`config.mk`:
```
export PLATFORM = sky130hd
export DESIGN_NAME = fsrg_core
export DESIGN_NICKNAME = d
export VERILOG_FILES = /design/src/design/fsrg_core.v
export VERILOG_INCLUDE_DIRS = /design/src /design/src/design
export SDC_FILE = /design/constraint.sdc
export NUM_CORES = 1
export LEC_CHECK = 0
export ABC_AREA = 1
export BUFFER_PORTS_ARGS = -buffer_cell sky130_fd_sc_hd__clkbuf_2
export CAP_MARGIN = 20
export CORE_ASPECT_RATIO = 0.8
export CORE_UTILIZATION = 50
export DETAILED_ROUTE_END_ITERATION = 6
export PLACE_DENSITY = 0.75
export SYNTH_ARGS = -nofsm -noshare
export SYNTH_HDL_FRONTEND = slang
export SYNTH_SLANG_ARGS = --single-unit
export TNS_END_PERCENT = 1
```
`constraint.sdc`:
```
create_clock -name clk_i -period 7.2 [get_ports clk_i]
set_input_delay 1.8 -clock clk_i [delete_from_list [all_inputs] [get_ports clk_i]]
set_output_delay 1.8 -clock clk_i [all_outputs]
set_load 0.005 [all_outputs]
```
`src/design/fsrg_defines.vh`:
```
// Purpose: Constants of the fan-speed regulator core.
// Assumes: Registers on a plain address/strobe port, byte data.
// Notes:   Offsets are word indices on the register port.
`ifndef FSRG_DEFINES_VH
`define FSRG_DEFINES_VH
`define FSRG_ADDR_W        4
`define FSRG_REG_SPEED     4'h0
`define FSRG_REG_CONFIG    4'h2
`define FSRG_REG_GPIO_DEF  4'h4
`define FSRG_REG_DRIVE     4'h6
`define FSRG_REG_COUNT_T   4'h8
`define FSRG_REG_ALARM_EN  4'h9
`define FSRG_REG_ALARM_ST  4'ha
`define FSRG_REG_TACH      4'hc
`define FSRG_REG_GPIO_ST   4'hd
`define FSRG_CFG_PSC_LSB   0
`define FSRG_CFG_MODE_LSB  4
`define FSRG_DEF_ALERT_LSB 0
`define FSRG_DEF_FON_LSB   2
`define FSRG_DEF_SYNC_LSB  4
`define FSRG_DEF_IO_A_BIT  6
`define FSRG_DEF_IO_B_BIT  7
`define FSRG_BASE_LAST     7'h7f
`define FSRG_MS_LAST       10'h3e7
`define FSRG_MODE_FULL_ON  2'b00
`define FSRG_MODE_FULL_OFF 2'b01
`define FSRG_MODE_CLOSED   2'b10
`define FSRG_MODE_OPEN     2'b11
`define FSRG_RST_CONFIG    8'h0a
`define FSRG_RST_GPIO_DEF  8'hff
`define FSRG_RST_SPEED     8'hff
`define FSRG_RST_DRIVE     8'h00
`define FSRG_RST_COUNT_T   8'h02
`define FSRG_RST_ALARM_EN  8'h00
`define FSRG_BASE_DIV      128
`define FSRG_OSC_KHZ       254
`define FSRG_CLK_KHZ       125000
`define FSRG_ALM_MIN       0
`define FSRG_ALM_MAX       1
`define FSRG_ALM_OVF       2
`define FSRG_ALM_FON       3
`define FSRG_ALM_SYNC      4
`endif

```
`src/design/fsrg_core.v`:
```
// Purpose: Fan-speed regulation, tach counting and pin control core.
// Assumes: One 125 MHz clock; pins are open drain with external pull-ups.
// Notes:   Drive value 00h means full fan voltage, ffh means none.
// Summary of operation
// - Divide regulation clock by 128 for base.
// - Divide base by speed value plus one.
// - Closed loop matches prescaled tach to reference.
// - Slow tach raises fan voltage.
// - Clock source internal oscillator or external clock.
// - Config bits 2..0 select tach prescaler.
// - Mode 10 selects closed loop.
// - Mode 00 is software full on.
// - Mode 01 is full off.
// - Mode 11 follows host drive value.
// - Target speed register is eight bits.
// - Count raw tach pulses in eight bits.
// - Counter saturates, reported count reads 255.
// - Count interval set by count-time register.
// - Primary count ignores the prescaler.
// - Overflow raises alert when enabled.
// - Host programs all pin modes.
// - Plain pins: 0 drives low, 1 releases.
// - Two-bit pins: 10 low, 11 released.
// - All pins released after reset.
// - Status register reports real pin levels.
// - Alert pin definition 01 makes alert output.
// - Alert pin low on any enabled alarm.
// - Full-on pin definition 01 makes full-on input.
// - Low full-on input forces full voltage.
// - Sync pin 01 clock out, 00 clock in.
`timescale 1ns/10ps
`include "fsrg_defines.vh"
module fsrg_core #(
    parameter OSC_DIV  = 246,
    parameter TICK_DIV = 125000
) (
    input  wire                    clk_i,
    input  wire                    nrst_i,
    input  wire [`FSRG_ADDR_W-1:0] addr_i,
    input  wire [7:0]              wdata_i,
    input  wire                    wr_i,
    input  wire                    rd_i,
    output reg  [7:0]              rdata_o,
    input  wire                    tach_i,
    input  wire [4:0]              pin_i,
    output wire [4:0]              pin_o,
    output wire [4:0]              pin_oe_o,
    output reg  [7:0]              drive_o
);
    // Pin order: 0 alert_capable_pin, 1 full_on_capable_pin, 2 sync_clock_pin,
    // 3 plain_io_pin_a, 4 plain_io_pin_b.
    reg [7:0]  speed_q;
    reg [7:0]  config_q;
    reg [7:0]  gpio_def_q;
    reg [7:0]  drive_reg_q;
    reg [7:0]  count_t_q;
    reg [7:0]  alarm_en_q;
    reg [4:0]  alarm_st_q;
    reg [7:0]  tach_cnt_q;
    reg [7:0]  tach_rep_q;
    reg [4:0]  pin_s1_q, pin_s2_q;
    reg [2:0]  tach_s_q;
    reg        tach_s1_q;
    reg [8:0]  osc_cnt_q;
    reg        osc_q;
    reg        src_d1_q;
    reg [6:0]  base_cnt_q;
    reg [7:0]  ref_cnt_q;
    reg [4:0]  psc_cnt_q;
    reg [15:0] fb_cnt_q;
    reg [16:0] tick_cnt_q;
    reg [7:0]  sec_cnt_q;
    reg        clr_pend_q;

    // Mode field codes: 00 full on, 01 full off, 10 closed loop, 11 open loop.
    wire [1:0] mode      = config_q[`FSRG_CFG_MODE_LSB+1:`FSRG_CFG_MODE_LSB];
    wire [2:0] psc_code  = config_q[`FSRG_CFG_PSC_LSB+2:`FSRG_CFG_PSC_LSB];
    wire [1:0] def_alert = gpio_def_q[`FSRG_DEF_ALERT_LSB+1:`FSRG_DEF_ALERT_LSB];
    wire [1:0] def_fon   = gpio_def_q[`FSRG_DEF_FON_LSB+1:`FSRG_DEF_FON_LSB];
    wire [1:0] def_sync  = gpio_def_q[`FSRG_DEF_SYNC_LSB+1:`FSRG_DEF_SYNC_LSB];
    wire       def_io_a  = gpio_def_q[`FSRG_DEF_IO_A_BIT];
    wire       def_io_b  = gpio_def_q[`FSRG_DEF_IO_B_BIT];
    wire       tach_rise = tach_s_q[1] & ~tach_s_q[2];

    // Two-bit pin definition decoding shared by three pins.
    function pin_low;
        input [1:0] def;
        begin
            pin_low = (def == 2'b10);
        end
    endfunction

    // Prescaler code to ratio minus one.
    // Codes above four keep the largest ratio rather than wrapping.
    function [4:0] psc_ratio_m1;
        input [2:0] code;
        begin
            case (code)
                3'd0:    psc_ratio_m1 = 5'd0;
                3'd1:    psc_ratio_m1 = 5'd1;
                3'd2:    psc_ratio_m1 = 5'd3;
                3'd3:    psc_ratio_m1 = 5'd7;
                default: psc_ratio_m1 = 5'd15;
            endcase
        end
    endfunction

    // Input synchronisers; the first stage feeds only the second.
    // Pins reset high, their idle level behind the pull-ups, so no false low follows.
    always @(posedge clk_i) begin
        if (!nrst_i) begin
            pin_s1_q  <= 5'h1f;
            pin_s2_q  <= 5'h1f;
            tach_s1_q <= 1'b0;
            tach_s_q  <= 3'b000;
        end else begin
            pin_s1_q  <= pin_i;
            pin_s2_q  <= pin_s1_q;
            tach_s1_q <= tach_i;
            tach_s_q  <= {tach_s_q[1:0], tach_s1_q};
        end
    end

    // Internal oscillator model: toggles every OSC_DIV cycles, near 254 kHz.
    // Its rate sets the sync clock output and, unless the sync pin is an input, the base period.
    always @(posedge clk_i) begin
        if (!nrst_i) begin
            osc_cnt_q <= 9'h000;
            osc_q     <= 1'b0;
        end else if (osc_cnt_q == OSC_DIV[8:0] - 9'h001) begin
            osc_cnt_q <= 9'h000;
            osc_q     <= ~osc_q;
        end else begin
            osc_cnt_q <= osc_cnt_q + 9'h001;
        end
    end

    // An external clock only applies when the sync pin is an input.
    wire ext_sel  = (def_sync == 2'b00);
    wire src_lvl  = ext_sel ? pin_s2_q[2] : osc_q;
    wire src_rise = src_lvl & ~src_d1_q;
    wire base_tick = src_rise && (base_cnt_q == `FSRG_BASE_LAST);
    wire ref_tick  = base_tick && (ref_cnt_q >= speed_q);
    // A lowered ratio or speed leaves a count past its end; >= recovers at once.
    wire fb_tick   = tach_rise && (psc_cnt_q >= psc_ratio_m1(psc_code));

    always @(posedge clk_i) begin
        if (!nrst_i) begin
            src_d1_q   <= 1'b0;
            base_cnt_q <= 7'h00;
            ref_cnt_q  <= 8'h00;
            psc_cnt_q  <= 5'h00;
            fb_cnt_q   <= 16'h0000;
        end else begin
            src_d1_q <= src_lvl;
            if (src_rise) begin
                base_cnt_q <= base_cnt_q + 7'h01;
            end
            if (base_tick) begin
                ref_cnt_q <= ref_tick ? 8'h00 : ref_cnt_q + 8'h01;
            end
            if (tach_rise) begin
                psc_cnt_q <= fb_tick ? 5'h00 : psc_cnt_q + 5'h01;
            end
            // Feedback edges seen in the current reference period.
            // The count saturates so a runaway fan cannot wrap to a slow reading.
            if (ref_tick) begin
                fb_cnt_q <= {15'h0000, fb_tick};
            end else if (fb_tick && fb_cnt_q != 16'hffff) begin
                fb_cnt_q <= fb_cnt_q + 16'h0001;
            end
        end
    end

    // Closed-loop drive: one step per reference period; lower code means more volts.
    // One feedback edge per period is the locked state; none or several move a step.
    reg [7:0] loop_q;
    reg [7:0] loop_d;
    always @* begin
        loop_d = loop_q;
        if (mode != `FSRG_MODE_CLOSED) begin
            // Track the applied drive so entry into closed loop is bumpless.
            loop_d = drive_o;
        end else if (ref_tick) begin
            if (fb_cnt_q == 16'h0000 && loop_q != 8'h00) begin
                loop_d = loop_q - 8'h01;
            end else if (fb_cnt_q > 16'h0001 && loop_q != 8'hff) begin
                loop_d = loop_q + 8'h01;
            end
        end
    end

    always @(posedge clk_i) begin
        if (!nrst_i) begin
            loop_q <= `FSRG_RST_DRIVE;
        end else begin
            loop_q <= loop_d;
        end
    end

    // The override lands three cycles after the pin falls, behind its synchroniser.
    wire hw_full_on = (def_fon == 2'b01) && !pin_s2_q[1];
    reg  [7:0] drive_d;
    always @* begin
        case (mode)
            `FSRG_MODE_FULL_ON:  drive_d = 8'h00;
            `FSRG_MODE_FULL_OFF: drive_d = 8'hff;
            `FSRG_MODE_CLOSED:   drive_d = loop_q;
            default:             drive_d = drive_reg_q;
        endcase
        // Applied last so that it beats every software mode.
        if (hw_full_on) begin
            drive_d = 8'h00;
        end
    end

    always @(posedge clk_i) begin
        if (!nrst_i) begin
            drive_o <= `FSRG_RST_DRIVE;
        end else begin
            drive_o <= drive_d;
        end
    end

    // Count interval: count_t seconds, minimum one; a 1 ms tick divides down.
    // TICK_DIV is a parameter so that a bench can shorten the second.
    reg  [9:0] ms_cnt_q;
    wire ms_tick  = (tick_cnt_q == TICK_DIV[16:0] - 17'h00001);
    wire sec_tick = ms_tick && (ms_cnt_q == `FSRG_MS_LAST);
    wire [7:0] t_len = (count_t_q == 8'h00) ? 8'h01 : count_t_q;
    wire win_end  = sec_tick && (sec_cnt_q >= t_len - 8'h01);
    wire ovf      = win_end && (tach_cnt_q == 8'hff);

    always @(posedge clk_i) begin
        if (!nrst_i) begin
            tick_cnt_q <= 17'h00000;
            ms_cnt_q   <= 10'h000;
            sec_cnt_q  <= 8'h00;
        end else begin
            tick_cnt_q <= ms_tick ? 17'h00000 : tick_cnt_q + 17'h00001;
            if (ms_tick) begin
                ms_cnt_q <= sec_tick ? 10'h000 : ms_cnt_q + 10'h001;
            end
            if (sec_tick) begin
                sec_cnt_q <= win_end ? 8'h00 : sec_cnt_q + 8'h01;
            end
        end
    end

    // Raw tach edges, so the prescaler never touches this count.
    always @(posedge clk_i) begin
        if (!nrst_i) begin
            tach_cnt_q <= 8'h00;
            tach_rep_q <= 8'h00;
        end else if (win_end) begin
            // An edge in the closing cycle opens the next window's count.
            tach_rep_q <= tach_cnt_q;
            tach_cnt_q <= {7'h00, tach_rise};
        end else if (tach_rise && tach_cnt_q != 8'hff) begin
            tach_cnt_q <= tach_cnt_q + 8'h01;
        end
    end

    // Alarm conditions; status bits are sticky and set wins over a read clear.
    // A condition that still holds in the clearing cycle sets its bit again.
    wire [4:0] alm_cond;
    assign alm_cond[`FSRG_ALM_MIN]  = (mode == `FSRG_MODE_CLOSED) && loop_q == 8'h00;
    assign alm_cond[`FSRG_ALM_MAX]  = (mode == `FSRG_MODE_CLOSED) && loop_q == 8'hff;
    assign alm_cond[`FSRG_ALM_OVF]  = ovf;
    assign alm_cond[`FSRG_ALM_FON]  = !pin_s2_q[1];
    assign alm_cond[`FSRG_ALM_SYNC] = !pin_s2_q[2];
    wire [4:0] alm_set = alm_cond & alarm_en_q[4:0];

    reg  [4:0] alarm_st_d;
    always @* begin
        if (clr_pend_q) begin
            // Read clears only what is no longer true.
            alarm_st_d = alm_set;
        end else begin
            alarm_st_d = (alarm_st_q & alarm_en_q[4:0]) | alm_set;
        end
    end

    always @(posedge clk_i) begin
        if (!nrst_i) begin
            alarm_st_q <= 5'h00;
        end else begin
            alarm_st_q <= alarm_st_d;
        end
    end

    // Register writes.
    // Read-only and unmapped indices fall into the default and are ignored.
    always @(posedge clk_i) begin
        if (!nrst_i) begin
            speed_q     <= `FSRG_RST_SPEED;
            config_q    <= `FSRG_RST_CONFIG;
            gpio_def_q  <= `FSRG_RST_GPIO_DEF;
            drive_reg_q <= `FSRG_RST_DRIVE;
            count_t_q   <= `FSRG_RST_COUNT_T;
            alarm_en_q  <= `FSRG_RST_ALARM_EN;
        end else if (wr_i) begin
            case (addr_i)
                `FSRG_REG_SPEED:    speed_q     <= wdata_i;
                `FSRG_REG_CONFIG:   config_q    <= wdata_i;
                `FSRG_REG_GPIO_DEF: gpio_def_q  <= wdata_i;
                `FSRG_REG_DRIVE:    drive_reg_q <= wdata_i;
                `FSRG_REG_COUNT_T:  count_t_q   <= wdata_i;
                `FSRG_REG_ALARM_EN: alarm_en_q  <= wdata_i;
                default:            ;
            endcase
        end
    end

    // Register reads: data one cycle after the strobe, zero when unmapped.
    // Status reads show synchronised levels, two cycles behind the pins.
    reg  [7:0] rdata_d;
    always @* begin
        case (addr_i)
            `FSRG_REG_SPEED:    rdata_d = speed_q;
            `FSRG_REG_CONFIG:   rdata_d = config_q;
            `FSRG_REG_GPIO_DEF: rdata_d = gpio_def_q;
            `FSRG_REG_DRIVE:    rdata_d = drive_o;
            `FSRG_REG_COUNT_T:  rdata_d = count_t_q;
            `FSRG_REG_ALARM_EN: rdata_d = alarm_en_q;
            `FSRG_REG_ALARM_ST: rdata_d = {3'b000, alarm_st_q};
            `FSRG_REG_TACH:     rdata_d = tach_rep_q;
            `FSRG_REG_GPIO_ST:  rdata_d = {3'b000, pin_s2_q};
            default:            rdata_d = 8'h00;
        endcase
    end

    always @(posedge clk_i) begin
        if (!nrst_i) begin
            rdata_o    <= 8'h00;
            clr_pend_q <= 1'b0;
        end else begin
            clr_pend_q <= rd_i && (addr_i == `FSRG_REG_ALARM_ST);
            if (rd_i) begin
                rdata_o <= rdata_d;
            end else begin
                rdata_o <= 8'h00;
            end
        end
    end

    // Pin drivers: open drain, output always low, enable means pull down.
    // Codes 10 pull and 11 release; the special codes are decoded per pin.
    wire alert_on = (def_alert == 2'b01) && (alarm_st_q != 5'h00);
    reg  [4:0] pull_d;
    always @* begin
        pull_d[0] = pin_low(def_alert);
        pull_d[1] = pin_low(def_fon);
        pull_d[2] = pin_low(def_sync);
        // A full-on input never pulls, so it keeps sensing the external level.
        if (alert_on) begin
            pull_d[0] = 1'b1;
        end
        if (def_sync == 2'b01) begin
            pull_d[2] = ~osc_q;
        end
        pull_d[3] = ~def_io_a;
        pull_d[4] = ~def_io_b;
    end
    assign pin_o    = 5'h00;
    assign pin_oe_o = pull_d;
endmodule

```
[Yosys cells after proc, flatten, opt, wreduce, memory -nomap -nowiden]
Index checks and enable logic that the tools add are counted.
Storage, ports and cells
  bits in registers: 190
  input port bits: 22
  output and inout bits: 26
Cells by class
  $add $sub $neg: 12
  magnitude comparators: 4
  equal/unequal tests: 29
  muxes and demuxes: 20
  bitwise logic cells: 11
  reductions and logical operators: 43
Operator list (count)
  8-bit one-hot mux with 9 select lines: 1
  8-bit 2-to-1 mux: 7
  8-bit by 1-bit adder with 8-bit output (second input constant): 4
  8-bit one-hot mux with 3 select lines: 1
  4-bit equality test (second input constant): 5
  17-bit by 1-bit adder with 17-bit output (second input constant): 1
  17-bit equality test (second input constant): 1
  16-bit by 1-bit adder with 16-bit output (second input constant): 1
  8-bit equality test (second input constant): 2
  8-bit >= comparator: 2
  16-bit by 1-bit greater-than comparator with 1-bit output (second input constant): 1
  16-bit logical NOT: 1
  8-bit logical NOT: 2
  16-bit inequality test (second input constant): 1
  8-bit inequality test (second input constant): 2
  4-bit one-hot mux with 4 select lines: 1
  2-bit AND reduction: 8
  8-bit by 1-bit subtractor with 8-bit output (second input constant): 2
  1-bit logical AND: 15
  10-bit by 1-bit adder with 10-bit output (second input constant): 1
  5-bit bitwise AND: 2
  10-bit equality test (second input constant): 1
  10-bit 2-to-1 mux: 1
  5-bit 2-to-1 mux: 2
  other kinds (26): 54

[Depth between registers and ports, before layout]
  depth in word-level cells: 9
  mapped depth: 20
  mapped depth without buffers: 20

[Least setup slack after synthesis]
Ideal clock, no wire load.
  path kind: input-to-reg
  start point: input addr_i[3]
  end point: register count_t_q[4]
  arrival time: 2.824 ns
  data required time: 7.081 ns
  slack: 4.257 ns
  stages on the path: 8
  buffers on the path: 1
  cells stage by stage: inv_1 -> nor2_1 -> nand2_2 -> nor2_1 -> inv_1 -> buf_2 -> o21ai_0 -> a21oi_1
Between the ends
  longest elaborated chain between the ends: 2
RTL lines
  from (decl): line fsrg_core.v:39  | input wire [`FSRG_ADDR_W-1:0] addr_i,
  4-bit equality test: line fsrg_core.v:303  | case (addr_i)
  2-bit AND reduction (no source line)
  to (signal assigned): line fsrg_core.v:300  | count_t_q <= `FSRG_RST_COUNT_T;
  to (signal assigned): line fsrg_core.v:308  | `FSRG_REG_COUNT_T: count_t_q <= wdata_i;
  to (decl): line fsrg_core.v:56  | reg [7:0] count_t_q;
No other way between the ends.
A chain may end at the register's enable or synchronous reset.

[Worst setup path after layout]
  start point: input addr_i[1]
  end point: register gpio_def_q[1]
Between the ends
  longest elaborated chain between the ends: 2
RTL lines
  4-bit by 3-bit equality test with 1-bit output: line fsrg_core.v:303
  2-bit AND reduction (no source line)
  to (signal assigned): line fsrg_core.v:298  | gpio_def_q <= `FSRG_RST_GPIO_DEF;
  to (signal assigned): line fsrg_core.v:306  | `FSRG_REG_GPIO_DEF: gpio_def_q <= wdata_i;
  to (decl): line fsrg_core.v:54  | reg [7:0] gpio_def_q;
No other way between the ends.

==> impl_results.md <==
* Status: finished clean
* Area Growth Syn to Fin at 9.85%
* DRC viols at 0
* Largest net degree at the start of global routing at 54
* Main flop type after synthesis: dfxtp_1
* Flip-flop and latch area at 3800 µm²
* Max Clk Rate at 0.290 GHz
* RSZ-0062 raised after global routing: false
* Clock sinks at 190
* CP arrival at 3740 ps
* Min cycle time layout at 3450 ps
* Sequential area share after synthesis at 40.0%
* CP Launch Type: input port
* Worst EP required at 7480 ps
* Class of the worst hold path: flop to flop
* Crit path capture type: flop
* Worst Tran Pin Value at 860 ps
* GRT Total Usage at 24.7%
* Final Skew at 12.9 ps
* DIE WIDTH at 156 µm
* Max-cap violations at 0
* CTS clk-pin slew, worst paths at 70 ps
* Crit share post-route at 47.9%
* Cts bufs inserted at 17
* Initial Utilization at 51.7%
* Pwr dens at 204 nW/µm²
* VDD IR-drop max at 0.111 mV
* Synth Instances at 1313
* Diodes inserted at 0
* Final setup fails at 0
* Num rows at 44
* Critical Setup Path Class: input port to flop
* Quantity of I/O buffers inserted on ports at 42
* Deepest clock path buffer count at 2
* Initial antenna violation count at 0
* RD Place Congestion at 0.953
* Initial DRT Pass Iterations at 6
* Worst skew pair latency at 440 ps
* Post-synth EDFFs at 0
* Layout cells sized above 1 at 8.86%
* Die height at 125 µm
* Max transition margin at 42.4%
* H-tree level count at 4
* Die ar. at 19600 µm²
* Routed length per instance at 14.4 µm
* Vias in the first global route at 7836
* Initial DRC Count at 634
* Post-CTS Hold Buffers at 0
* Core area at 18400 µm²
* Fillers at 1702
* Peak fanout along the critical path at 15
* Synth cell types at 47
* # nets final at 1404
* First-pass GRT wire length at 38600 µm
* Synth Register Bits at 190
* Yosys warnings at 0
* Detailed Place HPWL at 16900 µm
* Final hold vios at 0
* Area of the multi-input gates at 4890 µm²
* Leak at 4.26 nW
* Clk Tree Root Cell: clkbuf_16
* TritonCTS clock tree: yes
* Max-slew violations at 0
* FF-to-FF setup slack at 3910 ps
* Syn_area_per_cell at 7.24 µm²
* CTS-repair resized insts at 0
* Mapped cell area at 9500 µm²
* I/O pin count at 48
* Final Core Density at 56.8%
* Routed Antenna Nets at 0
* DR vias at 8671
* Setup bufs post-CTS at 0
* GR Overflow Total at 0
* Setup TNS at 0 ps
* Async set or reset register ratio after synthesis at 0%
* Via density at 5.40
* Total Wirelength at 23100 µm
flip-flops by register name, summed over array words and instances, names as in the netlist, 5 cells and up:
signal and flops:
tick_cnt_q 17, speed_q 8, base_cnt_q 7, pin_s2_q 5
count_t_q 8, tach_cnt_q 8, fb_cnt_q 16, alarm_st_q 5
rdata_o 8, psc_cnt_q 5, pin_s1_q 5, gpio_def_q 8
osc_cnt_q 9, drive_reg_q 8, tach_rep_q 8, alarm_en_q 8
ms_cnt_q 10, config_q 8, sec_cnt_q 8, loop_q 8
ref_cnt_q 8, drive_o 8
final timing paths:
kind                                      to                      start  cells past startpoint
hold reg to reg       pin_s2_q[4]$_SDFF_PN1_     pin_s1_q[4]$_SDFF_PN1_                      1
setup reg to reg  tach_cnt_q[1]$_SDFFE_PP0P_  count_t_q[5]$_SDFFE_PN0P_                     18
hold / removal        pin_s2_q[4]$_SDFF_PN1_     pin_s1_q[4]$_SDFF_PN1_                      1
setup / recovery  gpio_def_q[1]$_SDFFE_PN1P_                  addr_i[1]                      5
cell usage in the layout, fill, tap and decap left out, drive strengths merged, types with 13 or more instances in the layout:
| master | n |
|---|---|
| a21oi | 137 |
| clkbuf | 60 |
| dfxtp | 190 |
| ha | 39 |
| inv | 169 |
| nand2 | 254 |
| nand3 | 86 |
| nand4 | 26 |
| nor2 | 143 |
| nor3 | 41 |
| o21ai | 79 |
| or2 | 15 |
| xnor2 | 13 |
| xor2 | 34 |
synth_stat cells (3+ instances only):
cell | number | share of area (%)
nand2_2 | 7 | 0.46
xor2_1 | 34 | 3.1
nor3b_1 | 4 | 0.32
o21ai_0 | 78 | 4.1
inv_1 | 156 | 6.2
buf_2 | 7 | 0.37
xnor2_1 | 13 | 1.2
or2_2 | 14 | 0.92
a31oi_1 | 5 | 0.33
nor4_1 | 5 | 0.33
a211oi_1 | 4 | 0.32
nor2_1 | 140 | 5.5
a21oi_1 | 131 | 6.9
nor3_2 | 3 | 0.32
nand4_1 | 25 | 1.6
a21oi_2 | 6 | 0.55
nand3b_1 | 5 | 0.40
ha_1 | 39 | 5.1
buf_4 | 6 | 0.47
clkbuf_1 | 23 | 0.91
o221ai_1 | 4 | 0.37
inv_2 | 4 | 0.16
dfxtp_1 | 190 | 40
nor3_1 | 37 | 1.9
nand3_1 | 84 | 4.4
nand2_1 | 246 | 9.7
o22ai_1 | 9 | 0.59
o211ai_1 | 9 | 0.71
per-layer routing:
metal | up-vias | GRT usage, % | wire length [µm]
met5 | - | 0 | 0
li1 | 4370 | - | -
met1 | 3956 | 35.1 | 10900
met3 | 44 | 5.27 | 1780
met2 | 301 | 36.9 | 9830
met4 | 0 | 8.88 | 527
final cells by class:
class | count | share of cell area (%)
Inverter | 161 | 5.84
Tap cell | 253 | 3.03
Clock buffer | 18 | 4.21
Clock inverter | 13 | 1.35
Timing Repair Buffer | 45 | 2.23
Multi-Input combinational cell | 927 | 46.9
Sequential cell | 190 | 36.4
per-stage QoR:
| stage | area, µm² | power, mW | setup WS (ps) | instances | hold WS, ps |
|---|---|---|---|---|---|
| 6_report | 10400 | 2.13 | 3750 | 1607 | 414 |
| 5_1_grt | 10400 | 2.20 | 3470 | 1607 | 431 |
| 4_1_cts | 10400 | 2.15 | 3790 | 1607 | 415 |
| 3_5_place_dp | 9860 | 1.21 | 3370 | 1576 | 397 |
| 3_3_place_gp | 9850 | 1.21 | 3460 | 1575 | 394 |
| 2_1_floorplan | 9520 | 1.17 | 4260 | 1317 | 390 |
power breakdown:
| group | switching, mW | leakage, nW | internal [mW] |
|---|---|---|---|
| sequential | 0.00942 | 1.54 | 1.06 |
| clock | 0.445 | 0.283 | 0.500 |
| combinational | 0.0804 | 2.44 | 0.0340 |
| total | 0.534 | 4.26 | 1.60 |
kinds of logic (layout without fill, tap and decap cells):
family | after synthesis | in the layout | synth area share (%)
flip-flops | 190 | 190 | 40.0
other | 1 | 5 | 0.0395
AND/OR/NAND/NOR | 582 | 582 | 27.2
AO/OA/AOI/OAI | 253 | 253 | 14.4
XOR/XNOR | 47 | 47 | 4.33
buffers and inverters | 200 | 237 | 8.61
adder cells (fa/ha/maj) | 40 | 40 | 5.35
critical path, stage by stage:
cell,delay (ps)
clkbuf_2,100
nor2_1,590
nand2_1,330
nor2_1,730
o211ai_1,180
Power figures use the tool's default switching activity.
